File: config.mk
export PLATFORM = sky130hd
export DESIGN_NAME = prog_fir_cfg
export DESIGN_NICKNAME = d
export VERILOG_FILES = /design/src/prog_fir_pkg.sv /design/src/smp_if.sv /design/src/smp_skid_buf.sv /design/src/prog_fir_cfg.sv
export SDC_FILE = /design/constraint.sdc
export NUM_CORES = 2
export LEC_CHECK = 0
export BUFFER_PORTS_ARGS = -buffer_cell sky130_fd_sc_hd__buf_2
export CORE_UTILIZATION = 36
export CTS_BUF_LIST = sky130_fd_sc_hd__clkbuf_4 sky130_fd_sc_hd__clkbuf_8 sky130_fd_sc_hd__clkbuf_16
export CTS_CLUSTER_SIZE = 20
export DETAILED_ROUTE_END_ITERATION = 7
export PLACE_DENSITY = 0.61
export SETUP_SLACK_MARGIN = 0.02
export SYNTH_ARGS = -nofsm -noshare
export SYNTH_HDL_FRONTEND = slang
export SYNTH_SLANG_ARGS = --single-unit
File: constraint.sdc
create_clock -name i_ref_clk -period 15.8 [get_ports i_ref_clk]
set_input_delay 3.16 -clock i_ref_clk [delete_from_list [all_inputs] [get_ports i_ref_clk]]
set_output_delay 3.16 -clock i_ref_clk [all_outputs]
set_load 0.005 [all_outputs]
File: src/prog_fir_pkg.sv
// Shared constants for the programmable tap filter configuration block
`default_nettype none
package prog_fir_pkg;
  // ---------------------------------------------------------------------
  // Register port
  // ---------------------------------------------------------------------
  localparam int ADDR_W = 11;
  localparam int DATA_W = 16;
  localparam int CFG_W = 8;
  localparam logic [ADDR_W-1:0] CFG_ADDR = 11'h400;
  localparam logic [ADDR_W-1:0] TAP0_ADDR = 11'h418;
  localparam logic [ADDR_W-1:0] TAP1_ADDR = 11'h41a;
  localparam logic [ADDR_W-1:0] TAP2_ADDR = 11'h41c;
  localparam logic [CFG_W-1:0] CFG_RST = 8'h00;
  localparam logic [DATA_W-1:0] TAP_RST = 16'h0000;
  localparam logic [DATA_W-1:0] RD_IDLE = 16'h0000;
  // ---------------------------------------------------------------------
  // Field layout of equalizer_config and the tap registers
  // ---------------------------------------------------------------------
  localparam int SHARE_BIT = 6;
  localparam int MERGE_BIT = 5;
  localparam int SCW_MSB = 4;
  localparam int SCW_LSB = 2;
  localparam int SCW_W = SCW_MSB - SCW_LSB + 1;
  localparam int MODE_MSB = 1;
  localparam int MODE_LSB = 0;
  localparam logic [1:0] MODE_ON = 2'h2;
  localparam int COEF_MSB = 11;
  localparam int COEF_W = COEF_MSB + 1;
  // ---------------------------------------------------------------------
  // Coefficient weights: side LSB is 2^(scw-16), centre LSB 2^-11
  // ---------------------------------------------------------------------
  localparam int SIDE_FRAC = 16;
  localparam int CENTER_FRAC = 11;
  localparam int CENTER_SHIFT = SIDE_FRAC - CENTER_FRAC;
endpackage
`default_nettype wire

File: src/smp_if.sv
// Valid/ready sample stream carried between the block's own modules
`default_nettype none
interface smp_if #(
  parameter int W = 24
);
  logic valid;
  logic ready;
  logic [W-1:0] data;
  modport src (output valid, output data, input ready);
  modport snk (input valid, input data, output ready);
endinterface
`default_nettype wire

File: src/smp_skid_buf.sv
// Two-entry valid/ready buffer with registered outputs and ready
`default_nettype none
module smp_skid_buf #(
  parameter int W = 24
) (
  input wire logic i_ref_clk,
  input wire logic i_rst,
  smp_if.snk in_s,
  smp_if.src out_s
);
  generate
    if (W < 1) begin : g_bad_w
      $error("smp_skid_buf: width must be at least 1");
    end
  endgenerate

  logic [W-1:0] out_data_ff, nxt_out_data;
  logic [W-1:0] skid_data_ff, nxt_skid_data;
  logic out_valid_ff, nxt_out_valid;
  logic skid_valid_ff, nxt_skid_valid;
  logic ready_ff;
  logic in_fire;
  logic out_take;

  assign in_fire = in_s.valid && ready_ff;
  assign out_take = !out_valid_ff || out_s.ready;
  assign in_s.ready = ready_ff;
  assign out_s.valid = out_valid_ff;
  assign out_s.data = out_data_ff;

  // -------------------------------------------------------------------
  // Next state
  // -------------------------------------------------------------------
  // Ready is registered, so a stall costs one word of room: the skid slot
  always_comb begin
    nxt_out_data = out_data_ff;
    nxt_out_valid = out_valid_ff;
    nxt_skid_data = skid_data_ff;
    nxt_skid_valid = skid_valid_ff;
    if (out_take) begin
      if (skid_valid_ff) begin
        nxt_out_data = skid_data_ff;
        nxt_out_valid = 1'b1;
        nxt_skid_valid = 1'b0;
      end else begin
        nxt_out_data = in_s.data;
        nxt_out_valid = in_fire;
      end
    end else if (in_fire) begin
      nxt_skid_data = in_s.data;
      nxt_skid_valid = 1'b1;
    end
  end

  always_ff @(posedge i_ref_clk) begin
    if (i_rst) begin
      out_valid_ff <= 1'b0;
      skid_valid_ff <= 1'b0;
      ready_ff <= 1'b0;
    end else begin
      out_valid_ff <= nxt_out_valid;
      skid_valid_ff <= nxt_skid_valid;
      ready_ff <= !nxt_skid_valid;
    end
  end

  always_ff @(posedge i_ref_clk) begin
    out_data_ff <= nxt_out_data;
    skid_data_ff <= nxt_skid_data;
  end

  // -------------------------------------------------------------------
  // Checks
  // -------------------------------------------------------------------
  a_stall_holds:
  assert property (@(posedge i_ref_clk) disable iff (i_rst)
    out_valid_ff && !out_s.ready |=> out_valid_ff && $stable(out_data_ff))
  else $error("buffer output changed during stall");

  a_full_refuses:
  assert property (@(posedge i_ref_clk) disable iff (i_rst)
    skid_valid_ff |-> !ready_ff)
  else $error("buffer accepts while full");
endmodule
`default_nettype wire

File: src/prog_fir_cfg.sv
// Configuration registers, tap storage and 3-tap sample path of the filter
//
// Chosen here: the strobed register port.
`default_nettype none
// Functional notes
// - Share bit set makes channel B use channel A coefficients, else own unless merge bit set.
// - Merge bit set runs both channels as one filter on one stream.
// - Side coefficients weigh 2^(scw-16) per LSB; centre excluded.
// - Mode field 0 disables, 2 enables; 1 and 3 reserved.
// - Tap registers hold signed 12-bit coefficient; bits 15:12 reserved RW.
// - Register 0x418 is first tap, channel A or merged filter.
// - Register 0x41A is second tap, channel A or merged filter.
// - Register 0x41C is third tap, channel A or merged filter.
// - Config register at 0x400 resets to 0x00.
module prog_fir_cfg
  import prog_fir_pkg::*;
#(
  parameter int SMP_W = 12
) (
  input wire logic i_ref_clk,
  input wire logic i_rst,
  input wire logic [prog_fir_pkg::ADDR_W-1:0] i_addr,
  input wire logic [prog_fir_pkg::DATA_W-1:0] i_wr_data,
  input wire logic i_wr_en,
  input wire logic i_rd_en,
  output logic [prog_fir_pkg::DATA_W-1:0] o_rd_data,
  input wire logic [prog_fir_pkg::DATA_W-1:0] i_chb_coef0,
  input wire logic [prog_fir_pkg::DATA_W-1:0] i_chb_coef1,
  input wire logic [prog_fir_pkg::DATA_W-1:0] i_chb_coef2,
  input wire logic [SMP_W-1:0] i_smp_a,
  input wire logic [SMP_W-1:0] i_smp_b,
  input wire logic i_smp_valid,
  output logic o_smp_ready,
  output logic [SMP_W-1:0] o_out_a,
  output logic [SMP_W-1:0] o_out_b,
  output logic o_out_valid,
  input wire logic i_out_ready
);
  import prog_fir_pkg::*;

  generate
    if (SMP_W < 2 || SMP_W > 16) begin : g_bad_smp
      $error("prog_fir_cfg: sample width must be 2 to 16");
    end
  endgenerate

  localparam int PROD_W = COEF_W + SMP_W;
  // Headroom for a 7-step side shift plus the three-term sum
  localparam int ACC_W = PROD_W + 10;
  localparam logic signed [ACC_W-1:0] SAT_MAX =
    ACC_W'((64'sd1 <<< (SMP_W - 1)) - 64'sd1);
  localparam logic signed [ACC_W-1:0] SAT_MIN = -SAT_MAX - ACC_W'(1);

  // ---------------------------------------------------------------------
  // Register file
  // ---------------------------------------------------------------------
  logic [CFG_W-1:0] cfg_ff;
  logic [DATA_W-1:0] tap0_ff;
  logic [DATA_W-1:0] tap1_ff;
  logic [DATA_W-1:0] tap2_ff;
  logic [DATA_W-1:0] rd_data_ff;
  logic [DATA_W-1:0] rd_mux;
  logic hit_cfg, hit_tap0, hit_tap1, hit_tap2;

  assign hit_cfg = i_addr == CFG_ADDR;
  assign hit_tap0 = i_addr == TAP0_ADDR;
  assign hit_tap1 = i_addr == TAP1_ADDR;
  assign hit_tap2 = i_addr == TAP2_ADDR;

  // Unmapped addresses read as zero and ignore writes
  assign rd_mux = hit_cfg ? {{(DATA_W-CFG_W){1'b0}}, cfg_ff} :
                  hit_tap0 ? tap0_ff :
                  hit_tap1 ? tap1_ff :
                  hit_tap2 ? tap2_ff : RD_IDLE;

  always_ff @(posedge i_ref_clk) begin
    if (i_rst) begin
      cfg_ff <= CFG_RST;
    end else if (i_wr_en && hit_cfg) begin
      cfg_ff <= i_wr_data[CFG_W-1:0];
    end
  end

  // Reserved top bits are stored as written and read back
  always_ff @(posedge i_ref_clk) begin
    if (i_rst) begin
      tap0_ff <= TAP_RST;
      tap1_ff <= TAP_RST;
      tap2_ff <= TAP_RST;
    end else if (i_wr_en) begin
      if (hit_tap0) tap0_ff <= i_wr_data;
      if (hit_tap1) tap1_ff <= i_wr_data;
      if (hit_tap2) tap2_ff <= i_wr_data;
    end
  end

  always_ff @(posedge i_ref_clk) begin
    if (i_rst) begin
      rd_data_ff <= RD_IDLE;
    end else begin
      rd_data_ff <= i_rd_en ? rd_mux : RD_IDLE;
    end
  end

  assign o_rd_data = rd_data_ff;

  // ---------------------------------------------------------------------
  // Configuration decode
  // ---------------------------------------------------------------------
  logic filt_on, share_on, merge_on, b_uses_a;
  logic [SCW_W-1:0] scw;

  // Reserved mode codes behave as disabled
  assign filt_on = cfg_ff[MODE_MSB:MODE_LSB] == MODE_ON;
  assign share_on = cfg_ff[SHARE_BIT];
  assign merge_on = cfg_ff[MERGE_BIT];
  assign scw = cfg_ff[SCW_MSB:SCW_LSB];
  // A merged filter is one filter, so it can only run on the A set
  assign b_uses_a = share_on || merge_on;

  // ---------------------------------------------------------------------
  // Coefficient selection
  // ---------------------------------------------------------------------
  logic signed [COEF_W-1:0] a_c0, a_c1, a_c2;
  logic signed [COEF_W-1:0] b_c0, b_c1, b_c2;

  assign a_c0 = tap0_ff[COEF_MSB:0];
  assign a_c1 = tap1_ff[COEF_MSB:0];
  assign a_c2 = tap2_ff[COEF_MSB:0];
  assign b_c0 = b_uses_a ? a_c0 : i_chb_coef0[COEF_MSB:0];
  assign b_c1 = b_uses_a ? a_c1 : i_chb_coef1[COEF_MSB:0];
  assign b_c2 = b_uses_a ? a_c2 : i_chb_coef2[COEF_MSB:0];

  // ---------------------------------------------------------------------
  // Sample history and tap inputs
  // ---------------------------------------------------------------------
  logic signed [SMP_W-1:0] h_a1_ff, h_a2_ff, h_b1_ff, h_b2_ff;
  logic signed [SMP_W-1:0] a_x0, a_x1, a_x2;
  logic signed [SMP_W-1:0] b_x0, b_x1, b_x2;
  logic in_fire;

  assign in_fire = i_smp_valid && o_smp_ready;

  // Merged stream order per beat: A sample first, then B sample
  assign a_x0 = i_smp_a;
  assign a_x1 = merge_on ? h_b1_ff : h_a1_ff;
  assign a_x2 = merge_on ? h_a1_ff : h_a2_ff;
  assign b_x0 = i_smp_b;
  assign b_x1 = merge_on ? i_smp_a : h_b1_ff;
  assign b_x2 = merge_on ? h_b1_ff : h_b2_ff;

  // History only advances on accepted beats, so stalls keep it intact
  always_ff @(posedge i_ref_clk) begin
    if (i_rst) begin
      h_a1_ff <= '0;
      h_a2_ff <= '0;
      h_b1_ff <= '0;
      h_b2_ff <= '0;
    end else if (in_fire) begin
      h_a1_ff <= i_smp_a;
      h_a2_ff <= h_a1_ff;
      h_b1_ff <= i_smp_b;
      h_b2_ff <= h_b1_ff;
    end
  end

  // ---------------------------------------------------------------------
  // Tap arithmetic
  // ---------------------------------------------------------------------
  function automatic logic signed [ACC_W-1:0] acc3(
    input logic signed [COEF_W-1:0] c0,
    input logic signed [COEF_W-1:0] c1,
    input logic signed [COEF_W-1:0] c2,
    input logic signed [SMP_W-1:0] x0,
    input logic signed [SMP_W-1:0] x1,
    input logic signed [SMP_W-1:0] x2,
    input logic [SCW_W-1:0] s
  );
    logic signed [PROD_W-1:0] p0;
    logic signed [PROD_W-1:0] p1;
    logic signed [PROD_W-1:0] p2;
    logic signed [ACC_W-1:0] side;
    logic signed [ACC_W-1:0] ctr;
    p0 = c0 * x0;
    p1 = c1 * x1;
    p2 = c2 * x2;
    // Side taps on a common 2^-16 grid, scaled up by the weight field
    side = (ACC_W'(p0) + ACC_W'(p2)) <<< s;
    ctr = ACC_W'(p1) <<< CENTER_SHIFT;
    return side + ctr;
  endfunction

  function automatic logic [SMP_W-1:0] sat(
    input logic signed [ACC_W-1:0] acc
  );
    logic signed [ACC_W-1:0] q;
    q = acc >>> SIDE_FRAC;
    // Truncating toward minus infinity; no rounding of the result
    if (q > SAT_MAX) begin
      return SAT_MAX[SMP_W-1:0];
    end else if (q < SAT_MIN) begin
      return SAT_MIN[SMP_W-1:0];
    end else begin
      return q[SMP_W-1:0];
    end
  endfunction

  logic signed [ACC_W-1:0] acc_a, acc_b;
  logic [SMP_W-1:0] y_a, y_b;

  assign acc_a = acc3(a_c0, a_c1, a_c2, a_x0, a_x1, a_x2, scw);
  assign acc_b = acc3(b_c0, b_c1, b_c2, b_x0, b_x1, b_x2, scw);
  assign y_a = filt_on ? sat(acc_a) : i_smp_a;
  assign y_b = filt_on ? sat(acc_b) : i_smp_b;

  // ---------------------------------------------------------------------
  // Output buffer
  // ---------------------------------------------------------------------
  smp_if #(.W(2 * SMP_W)) in_s ();
  smp_if #(.W(2 * SMP_W)) out_s ();

  assign in_s.valid = i_smp_valid;
  assign in_s.data = {y_a, y_b};
  assign o_smp_ready = in_s.ready;
  assign out_s.ready = i_out_ready;
  assign o_out_valid = out_s.valid;
  assign o_out_a = out_s.data[2*SMP_W-1:SMP_W];
  assign o_out_b = out_s.data[SMP_W-1:0];

  smp_skid_buf #(.W(2 * SMP_W)) u_buf (
    .i_ref_clk(i_ref_clk),
    .i_rst(i_rst),
    .in_s(in_s),
    .out_s(out_s)
  );

  // ---------------------------------------------------------------------
  // Checks
  // ---------------------------------------------------------------------
  a_cfg_reset_val:
  assert property (@(posedge i_ref_clk)
    $past(i_rst) |-> cfg_ff == CFG_RST && !filt_on)
  else $error("config not cleared by reset");

  a_tap_readback:
  assert property (@(posedge i_ref_clk) disable iff (i_rst)
    i_wr_en && hit_tap1 ##1 i_rd_en && hit_tap1 && !i_wr_en
    |=> o_rd_data == $past(i_wr_data, 2))
  else $error("tap register read back differs from write");

  a_mode_decode:
  assert property (@(posedge i_ref_clk) disable iff (i_rst)
    i_wr_en && hit_cfg |=>
      filt_on == ($past(i_wr_data[MODE_MSB:MODE_LSB]) == MODE_ON))
  else $error("filter enable does not follow mode field");

  a_share_coefs:
  assert property (@(posedge i_ref_clk) disable iff (i_rst)
    share_on |-> b_c0 == a_c0 && b_c1 == a_c1 && b_c2 == a_c2)
  else $error("shared channel B not on channel A set");

  a_own_coefs:
  assert property (@(posedge i_ref_clk) disable iff (i_rst)
    !share_on && !merge_on |-> b_c2 == signed'(i_chb_coef2[COEF_MSB:0]))
  else $error("channel B not on its own set");

  a_merge_stream:
  assert property (@(posedge i_ref_clk) disable iff (i_rst)
    merge_on && in_fire ##1 in_fire |-> a_x1 == $past(i_smp_b))
  else $error("merged filter lost stream order");

  a_dual_taps:
  assert property (@(posedge i_ref_clk) disable iff (i_rst)
    filt_on && !merge_on && a_c1 == '0 && a_c2 == '0 && scw == '0
    |-> acc_a == ACC_W'(signed'(tap0_ff[COEF_MSB:0]) * a_x0))
  else $error("first tap not taken from its register");

  a_side_weight:
  assert property (@(posedge i_ref_clk) disable iff (i_rst)
    filt_on && !merge_on && a_c0 == '0 && a_c1 == '0
    |-> acc_a == (ACC_W'(a_c2 * h_a2_ff) <<< scw))
  else $error("side weight shift wrong");

  a_centre_fixed:
  assert property (@(posedge i_ref_clk) disable iff (i_rst)
    filt_on && !merge_on && a_c0 == '0 && a_c2 == '0
    |-> acc_a == (ACC_W'(a_c1 * h_a1_ff) <<< CENTER_SHIFT))
  else $error("centre tap weight wrong");

  a_third_tap:
  assert property (@(posedge i_ref_clk) disable iff (i_rst)
    filt_on && merge_on && in_fire ##1 in_fire ##1 in_fire
    |-> b_x2 == $past(i_smp_b))
  else $error("third tap not on oldest merged sample");

  a_bypass_pass:
  assert property (@(posedge i_ref_clk) disable iff (i_rst)
    !filt_on && in_fire && !o_out_valid |=>
      o_out_valid && o_out_a == $past(i_smp_a) && o_out_b == $past(i_smp_b))
  else $error("disabled filter altered samples");

  a_cfg_write_lands:
  assert property (@(posedge i_ref_clk) disable iff (i_rst)
    i_wr_en && hit_cfg |=> cfg_ff == $past(i_wr_data[CFG_W-1:0]))
  else $error("config write not stored");

  a_cfg_holds:
  assert property (@(posedge i_ref_clk) disable iff (i_rst)
    !(i_wr_en && hit_cfg) |=> $stable(cfg_ff))
  else $error("config changed without a write");

  a_tap0_write:
  assert property (@(posedge i_ref_clk) disable iff (i_rst)
    i_wr_en && hit_tap0 |=> tap0_ff == $past(i_wr_data))
  else $error("first tap write not stored");

  a_tap2_write:
  assert property (@(posedge i_ref_clk) disable iff (i_rst)
    i_wr_en && hit_tap2 |=> tap2_ff == $past(i_wr_data))
  else $error("third tap write not stored");

  a_rd_idle_zero:
  assert property (@(posedge i_ref_clk) disable iff (i_rst)
    !i_rd_en |=> o_rd_data == RD_IDLE)
  else $error("read data not idle outside a read");

  a_unmapped_read:
  assert property (@(posedge i_ref_clk) disable iff (i_rst)
    i_rd_en && !hit_cfg && !hit_tap0 && !hit_tap1 && !hit_tap2
    |=> o_rd_data == RD_IDLE)
  else $error("unmapped read not zero");

  a_merge_coefs:
  assert property (@(posedge i_ref_clk) disable iff (i_rst)
    merge_on |-> b_c0 == a_c0 && b_c1 == a_c1 && b_c2 == a_c2)
  else $error("merged filter not on one coefficient set");

  a_own_first_taps:
  assert property (@(posedge i_ref_clk) disable iff (i_rst)
    !share_on && !merge_on |-> b_c0 == signed'(i_chb_coef0[COEF_MSB:0])
      && b_c1 == signed'(i_chb_coef1[COEF_MSB:0]))
  else $error("channel B first taps not its own");

  a_hist_holds:
  assert property (@(posedge i_ref_clk) disable iff (i_rst)
    !in_fire |=> $stable(h_a1_ff) && $stable(h_b1_ff))
  else $error("history moved without a beat");

  a_hist_shifts:
  assert property (@(posedge i_ref_clk) disable iff (i_rst)
    in_fire |=> h_a2_ff == $past(h_a1_ff) && h_b2_ff == $past(h_b1_ff))
  else $error("history did not shift on a beat");
endmodule
`default_nettype wire

---- Word level (Yosys, flattened, before mapping) ----
Cells that the tools add are included.
Widths: inputs -> output; s select.
cells by class
  mux-type cells .......................... 21
  equality and inequality tests ........... 5
  multipliers ............................. 6
  add/sub/neg operators ................... 4
  reduce and logical (&&, ||, !) cells .... 12
  order comparisons ....................... 4
  bitwise logic cells ..................... 2
  shifts and indexed selects .............. 2
operators by type and width
  operator              number
  $mux 12               13
  $mul 12x12->24        6
  $add 34x29->34        2
  $sshl 25x3->34        2
  $add 24x24->25        2
  $mux 16               3
  $eq 11x11->1 const B  4
  $gt 18x12->1 const B  2
  $lt 18x12->1 const B  2
  $mux 24               1
  $mux 8                1
  $reduce_and 2->1      4
  $mux 1                3
  $reduce_or 3->1       1
  $eq 2x2->1 const B    1
  $logic_and 1x1->1     2
  $logic_not 1->1       2
  $logic_or 1x1->1      2
  $not 1->1             2
  $reduce_or 2->1       1
word-level totals
  register bits after elaboration ......... 171
  word-level logic and storage cells ...... 71
  input port bits ......................... 105

---- Logic depth before layout (Yosys ltp) ----
  depth in word-level cells ............... 11
  mapped depth ............................ 47

---- Hierarchy ----
From an unflattened synthesis, not the netlist that was laid out.
second synthesis, totals
  cell total of the unflattened synthesis .. 5010
  area, all modules ....................... 44732.9 µm²
modules (own cells, without submodules)
  module        cells each  instances  area each (µm²)  seq. area each (µm²)
  prog_fir_cfg  4925        1          42796.0          2402.3
  smp_skid_buf  85          1          1936.9           1501.4

---- Worst setup path before layout ----
OpenSTA, ideal clock, no wires.
  path type ............................... input port to flip-flop
  start ................................... input i_chb_coef2[11] in the netlist's numbering
  end ..................................... register u_buf.out_data_ff[2] (netlist: u_buf.out_s.data[2]), data pin
  buffers on the path ..................... 3
  stages .................................. 37
  data arrival time ....................... 12796 ps
  required time ........................... 15635 ps
  path slack .............................. 2839 ps
  cell sequence ........................... mux2_2 > clkbuf_1 > nand2_1 > fa_1 > inv_1 > fa_1 > fa_1 > fa_1 > fa_1 > fa_1 > inv_1 > fa_1 > inv_1 > ha_1 > clkbuf_1 > a41oi_1 > o21ai_0 > a21oi_1 > nor3b_1 > a211oi_1 > o41ai_1 > a21oi_1 > xnor2_1 > a21oi_1 > a22o_1 > ha_1 > a21o_1 > a21o_1 > a21o_1 > o21ai_0 > a211oi_2 > or3_1 > xnor2_1 > o41ai_2 > buf_6 > a31oi_4 > o31ai_2
between the ends
  cells in the longest elaborated chain, start to end .. 10
  elaborated cells between the ends (all ways) .. 11
  classes of those cells .................. add/sub: 2; mul: 1; order compare: 2; shift: 1; mux: 5
ends and longest elaborated chain
  what                  line                 text
  from (decl)           prog_fir_cfg.sv:29   input wire logic [prog_fir_pkg::DATA_W-1:0] i_chb_coef2,
  $mux 12 *             prog_fir_cfg.sv:132  assign b_c2 = b_uses_a ? a_c2 : i_chb_coef2[COEF_MSB:0];
  $mul 12x12->24 *      prog_fir_cfg.sv:186  p2 = c2 * x2;
  $add 24x24->25 *      prog_fir_cfg.sv:188  side = (ACC_W'(p0) + ACC_W'(p2)) <<< s;
  $sshl 25x3->34 *      prog_fir_cfg.sv:188
  $add 34x29->34 *      prog_fir_cfg.sv:190  return side + ctr;
  $lt 18x12->1          prog_fir_cfg.sv:201  end else if (q < SAT_MIN) begin
  $mux 12               prog_fir_cfg.sv:201
  $mux 12 *             prog_fir_cfg.sv:199  if (q > SAT_MAX) begin
  $mux 12 *             prog_fir_cfg.sv:214  assign y_b = filt_on ? sat(acc_b) : i_smp_b;
  $mux 24 *             smp_skid_buf.sv:41   if (skid_valid_ff) begin
  to (signal assigned)  smp_skid_buf.sv:68   out_data_ff <= nxt_out_data;
  to (decl)             smp_skid_buf.sv:17   logic [W-1:0] out_data_ff, nxt_out_data;
Mark *: on every way between the ends. The rest lies on a longest branch, timed or not.
A chain may end at the register's enable or synchronous reset.

---- Final worst setup path ----
  start ................................... input i_smp_b[11]
  end ..................................... register u_buf.out_data_ff[1] (netlist: u_buf.out_s.data[1]), data pin
between the ends
  cells in the longest elaborated chain, start to end .. 9
  elaborated cells between the ends (all ways) .. 10
  classes of those cells .................. add/sub: 2; mul: 1; order compare: 2; shift: 1; mux: 4
ends and longest elaborated chain
  what              line                 text
  from (decl)       prog_fir_cfg.sv:31   input wire logic [SMP_W-1:0] i_smp_b,
  $mul 12x12->24 *  prog_fir_cfg.sv:184  p0 = c0 * x0;
  $add 24x24->25 *  prog_fir_cfg.sv:188
  $sshl 25x3->34 *  prog_fir_cfg.sv:188
  $add 34x29->34 *  prog_fir_cfg.sv:190
  $lt 18x12->1      prog_fir_cfg.sv:201
  $mux 12           prog_fir_cfg.sv:201
  $mux 12 *         prog_fir_cfg.sv:199
  $mux 12 *         prog_fir_cfg.sv:214
  $mux 24 *         smp_skid_buf.sv:41
Marks and branches as above.

==> results.toml <==
[cells_and_area]
stdcell_area_sq_mm = 0.0482
multi_input_area_sq_mm = 0.0363
drive_gt1_share_pct = 7.78
register_area_sq_mm = 0.00391
final_nets = 6462
area_delta_synth_final_pct = 6.87
stdcell_count = 6759
fillers = 12600

[setup_path]
path_common_cell = "fa_1"
reg2reg_from = "cfg_ff[6]"
critPathKind = "input port to register"
worstSetupEndpointType = "register"
critPathMaxStageDelay_ps = 600
crit_arrival_ps = 14130
critPathSlowestCell = "fa_1"
cp_max_fo = 11
required_ps = 16120
crit_path_start = "i_smp_b[11]"
critPathLaunchType = "input port"

[synthesis]
synth-edff-count = 48
ys_warn_count = 0
yosysUniqueCellTypes = 80
async_flop_share_pct = 0
yosysSeqAreaShare_pct = 8.65
syn_area_sq_mm = 0.0451
synthCells = 5098
avgSynthCellArea_sq_um = 8.85
synth_fp_nets = 6455
synthFlopType = "dfxtp_1"
ys_ff_latch = 171

[placement]
placed_area_sq_mm = 0.0476
placedCellCount = 6723
dpl.hpwl_microns = 106000
place_ws_ps = 1550
place.gp.congestion = 0.888
io_buffer_count = 134

[power_and_ir_drop]
peakVddDrop_mv = 0.721
p_total_uw = 9710
power.density_mw_per_mm2 = 201
leakage_uw = 0.0233

[route]
post_drt_wl_per_cell_microns = 18.7
detail-route-antenna-nets = 0
drc = 24
vias = 33900
wirelength_microns = 127000
firstDrtPassIters = 8
drt_iter0_drc = 2515
via_per_inst = 5.01

[global_routing]
overflow = 0
grt_pass1_vias = 36000
grt_first_pass_wirelength_microns = 204000
grt_usage_pct = 20.8
antenna_found_initial = 14
grt_start_max_net_pins = 66

[timing]
hold_violations = 0
period_share_pct = 87.4
setup_ws_ps = 1990
clock_skew_ps = 14.9
setup_viol = 0
drv_slew = 0
relSlewSlack_pct = 11.3
max_freq_mhz = 72.4
final.min_clock_period_ps = 13810
rsz0062_at_grt = "false"
tightestPinTransition_ps = 1290
fin_tns_setup_ps = 0

[floorplan]
die_y_microns = 356
start_util_pct = 36.4
pin_count = 147
row_count = 129
core_sq_mm = 0.124
dieWidth_microns = 356
dieArea_sq_mm = 0.127

[clocking]
clock_path_buffers = 2
cts_tree = "yes"
post_cts_buffers = 0
clkSlewWorstSetupHoldPaths_ps = 80
cts-resized-gates = 0
root_buffer = "clkbuf_16"
cts.sinks = 171
numCtsBuffers = 17
htree_levels = 4
worstSkewPairLatency_ps = 480
cts_hold_buf = 0

[job]
drv_cap = 0

[outcome]
run_status = "finished with violations"
violations = "DRC"

[worst_hold_path]
min_from = "h_a2_ff[1]"
worstHoldPathType = "register to register"
[final timing paths]
| path | slack, ps | end | cells after the start |
|---|---|---|---|
| worst max-delay path | 1990 | u_buf.out_s.data[1] | 36 |
| worst min register to register | 460 | h_a2_ff[1] | 2 |
| worst min-delay path | 460 | h_a2_ff[1] | 2 |
| worst max register to register | 3220 | u_buf.out_s.data[1] | 39 |
[final cells by class]
cell class	count	share of cell area, %
well taps	1637	4.25
clock inverters	13	0.317
diodes	4	0.0208
multi-input cells	3615	75.3
clock buffers	19	0.963
flip-flops and latches	171	8.10
inverters	1097	8.54
repair buffers	203	2.47
[routing by layer]
metal / up-vias / routed length, microns / share of wire [%] / track usage [%]
li1: 15500 / - / - / -
met1: 17100 / 56600 / 45 / 29.2
met2: 1036 / 58700 / 46 / 33.8
met3: 143 / 8820 / 7.0 / 3.48
met4: 12 / 2500 / 2.0 / 4.21
met5: - / 70 / 0.055 / 0
[kinds of logic (layout without fill, tap and decap cells)]
| group | Yosys count | in the layout | share of synthesized area [%] |
|---|---|---|---|
| AOI/OAI and AO/OA | 496 | 496 | 6.94 |
| xor gates and xnor gates | 138 | 138 | 2.68 |
| adders and majority gates | 1252 | 1252 | 50.1 |
| buffers and inverters | 1312 | 1332 | 10.9 |
| DFF | 171 | 171 | 8.65 |
| muxes | 235 | 235 | 5.60 |
| other | 0 | 4 | 0 |
| and+or+nand+nor | 1494 | 1494 | 15.1 |
[sequential cells by signal, summed over array words and instances (netlist names), 12 cells and up]
register / cells
h_a1_ff: 12
h_a2_ff: 12
h_b1_ff: 12
h_b2_ff: 12
o_rd_data: 16
tap0_ff: 16
tap1_ff: 16
tap2_ff: 16
u_buf.out_s.data: 24
u_buf.skid_data_ff: 24
[placed cells by master, fill, tap and decap left out, types with 11 or more instances in the layout]
cell       instances
and2_1           184
nor3_1            30
buf_2            133
nand2b_1          53
nor2b_1           91
o211ai_1          21
mux2i_1          140
clkbuf_16         18
edfxtp_1          48
or3_1             11
o31ai_2           11
xnor2_1          107
a21oi_1          199
ha_1             330
o21a_1            25
a211oi_1          13
and3_1            11
fa_1             922
inv_1           1093
dfxtp_1          120
xor2_1            31
o21ai_0          101
mux2_2            88
buf_4             70
or2_2             24
nand3_1           35
nor2_1           281
a21o_1            33
nand2_1          720
[stage by stage]
stage / utilization [%] / hold WS [ps]
after CTS: 38.9 / 458
final: 38.9 / 458
after floorplan: - / 425
after global placement: 38.4 / 439
after detailed placement: 38.4 / 447
after global routing: 38.9 / 477
[cells in the mapped netlist, types with 33 or more instances]
library cell  number  area share [%]
xnor2_1          107             2.1
nor2_1           283             2.4
mux2_2            88             2.2
nor2b_1           92             1.3
o21ai_0          103             1.1
and2_1           185             2.6
nand3_1           35            0.39
a21oi_1          199             2.2
nand2_1          721             6.0
edfxtp_1          48             3.2
ha_1             330             9.2
fa_1             922              41
mux2i_1          142             3.2
clkbuf_1         199             1.7
inv_1           1094             9.1
dfxtp_1          123             5.5
a21o_1            33            0.55
nand2b_1          54            0.75
[worst max-delay path: cells and delay by family]
family / cells / cell delay (ps)
and+or+nand+nor: 3 / 1090
xor gates and xnor gates: 2 / 670
buffers and inverters: 6 / 1060
AOI/OAI and AO/OA: 16 / 3870
adders and majority gates: 9 / 4280
[power by group]
group | switching (uW) | total (uW) | internal [uW] | leakage, uW
clock network | 214 | 463 | 250 | 0.000293
registers | 11.1 | 473 | 462 | 0.00146
logic | 5300 | 8780 | 3480 | 0.0216
total | 5520 | 9710 | 4190 | 0.0233
Power figures use the tool's default switching activity.
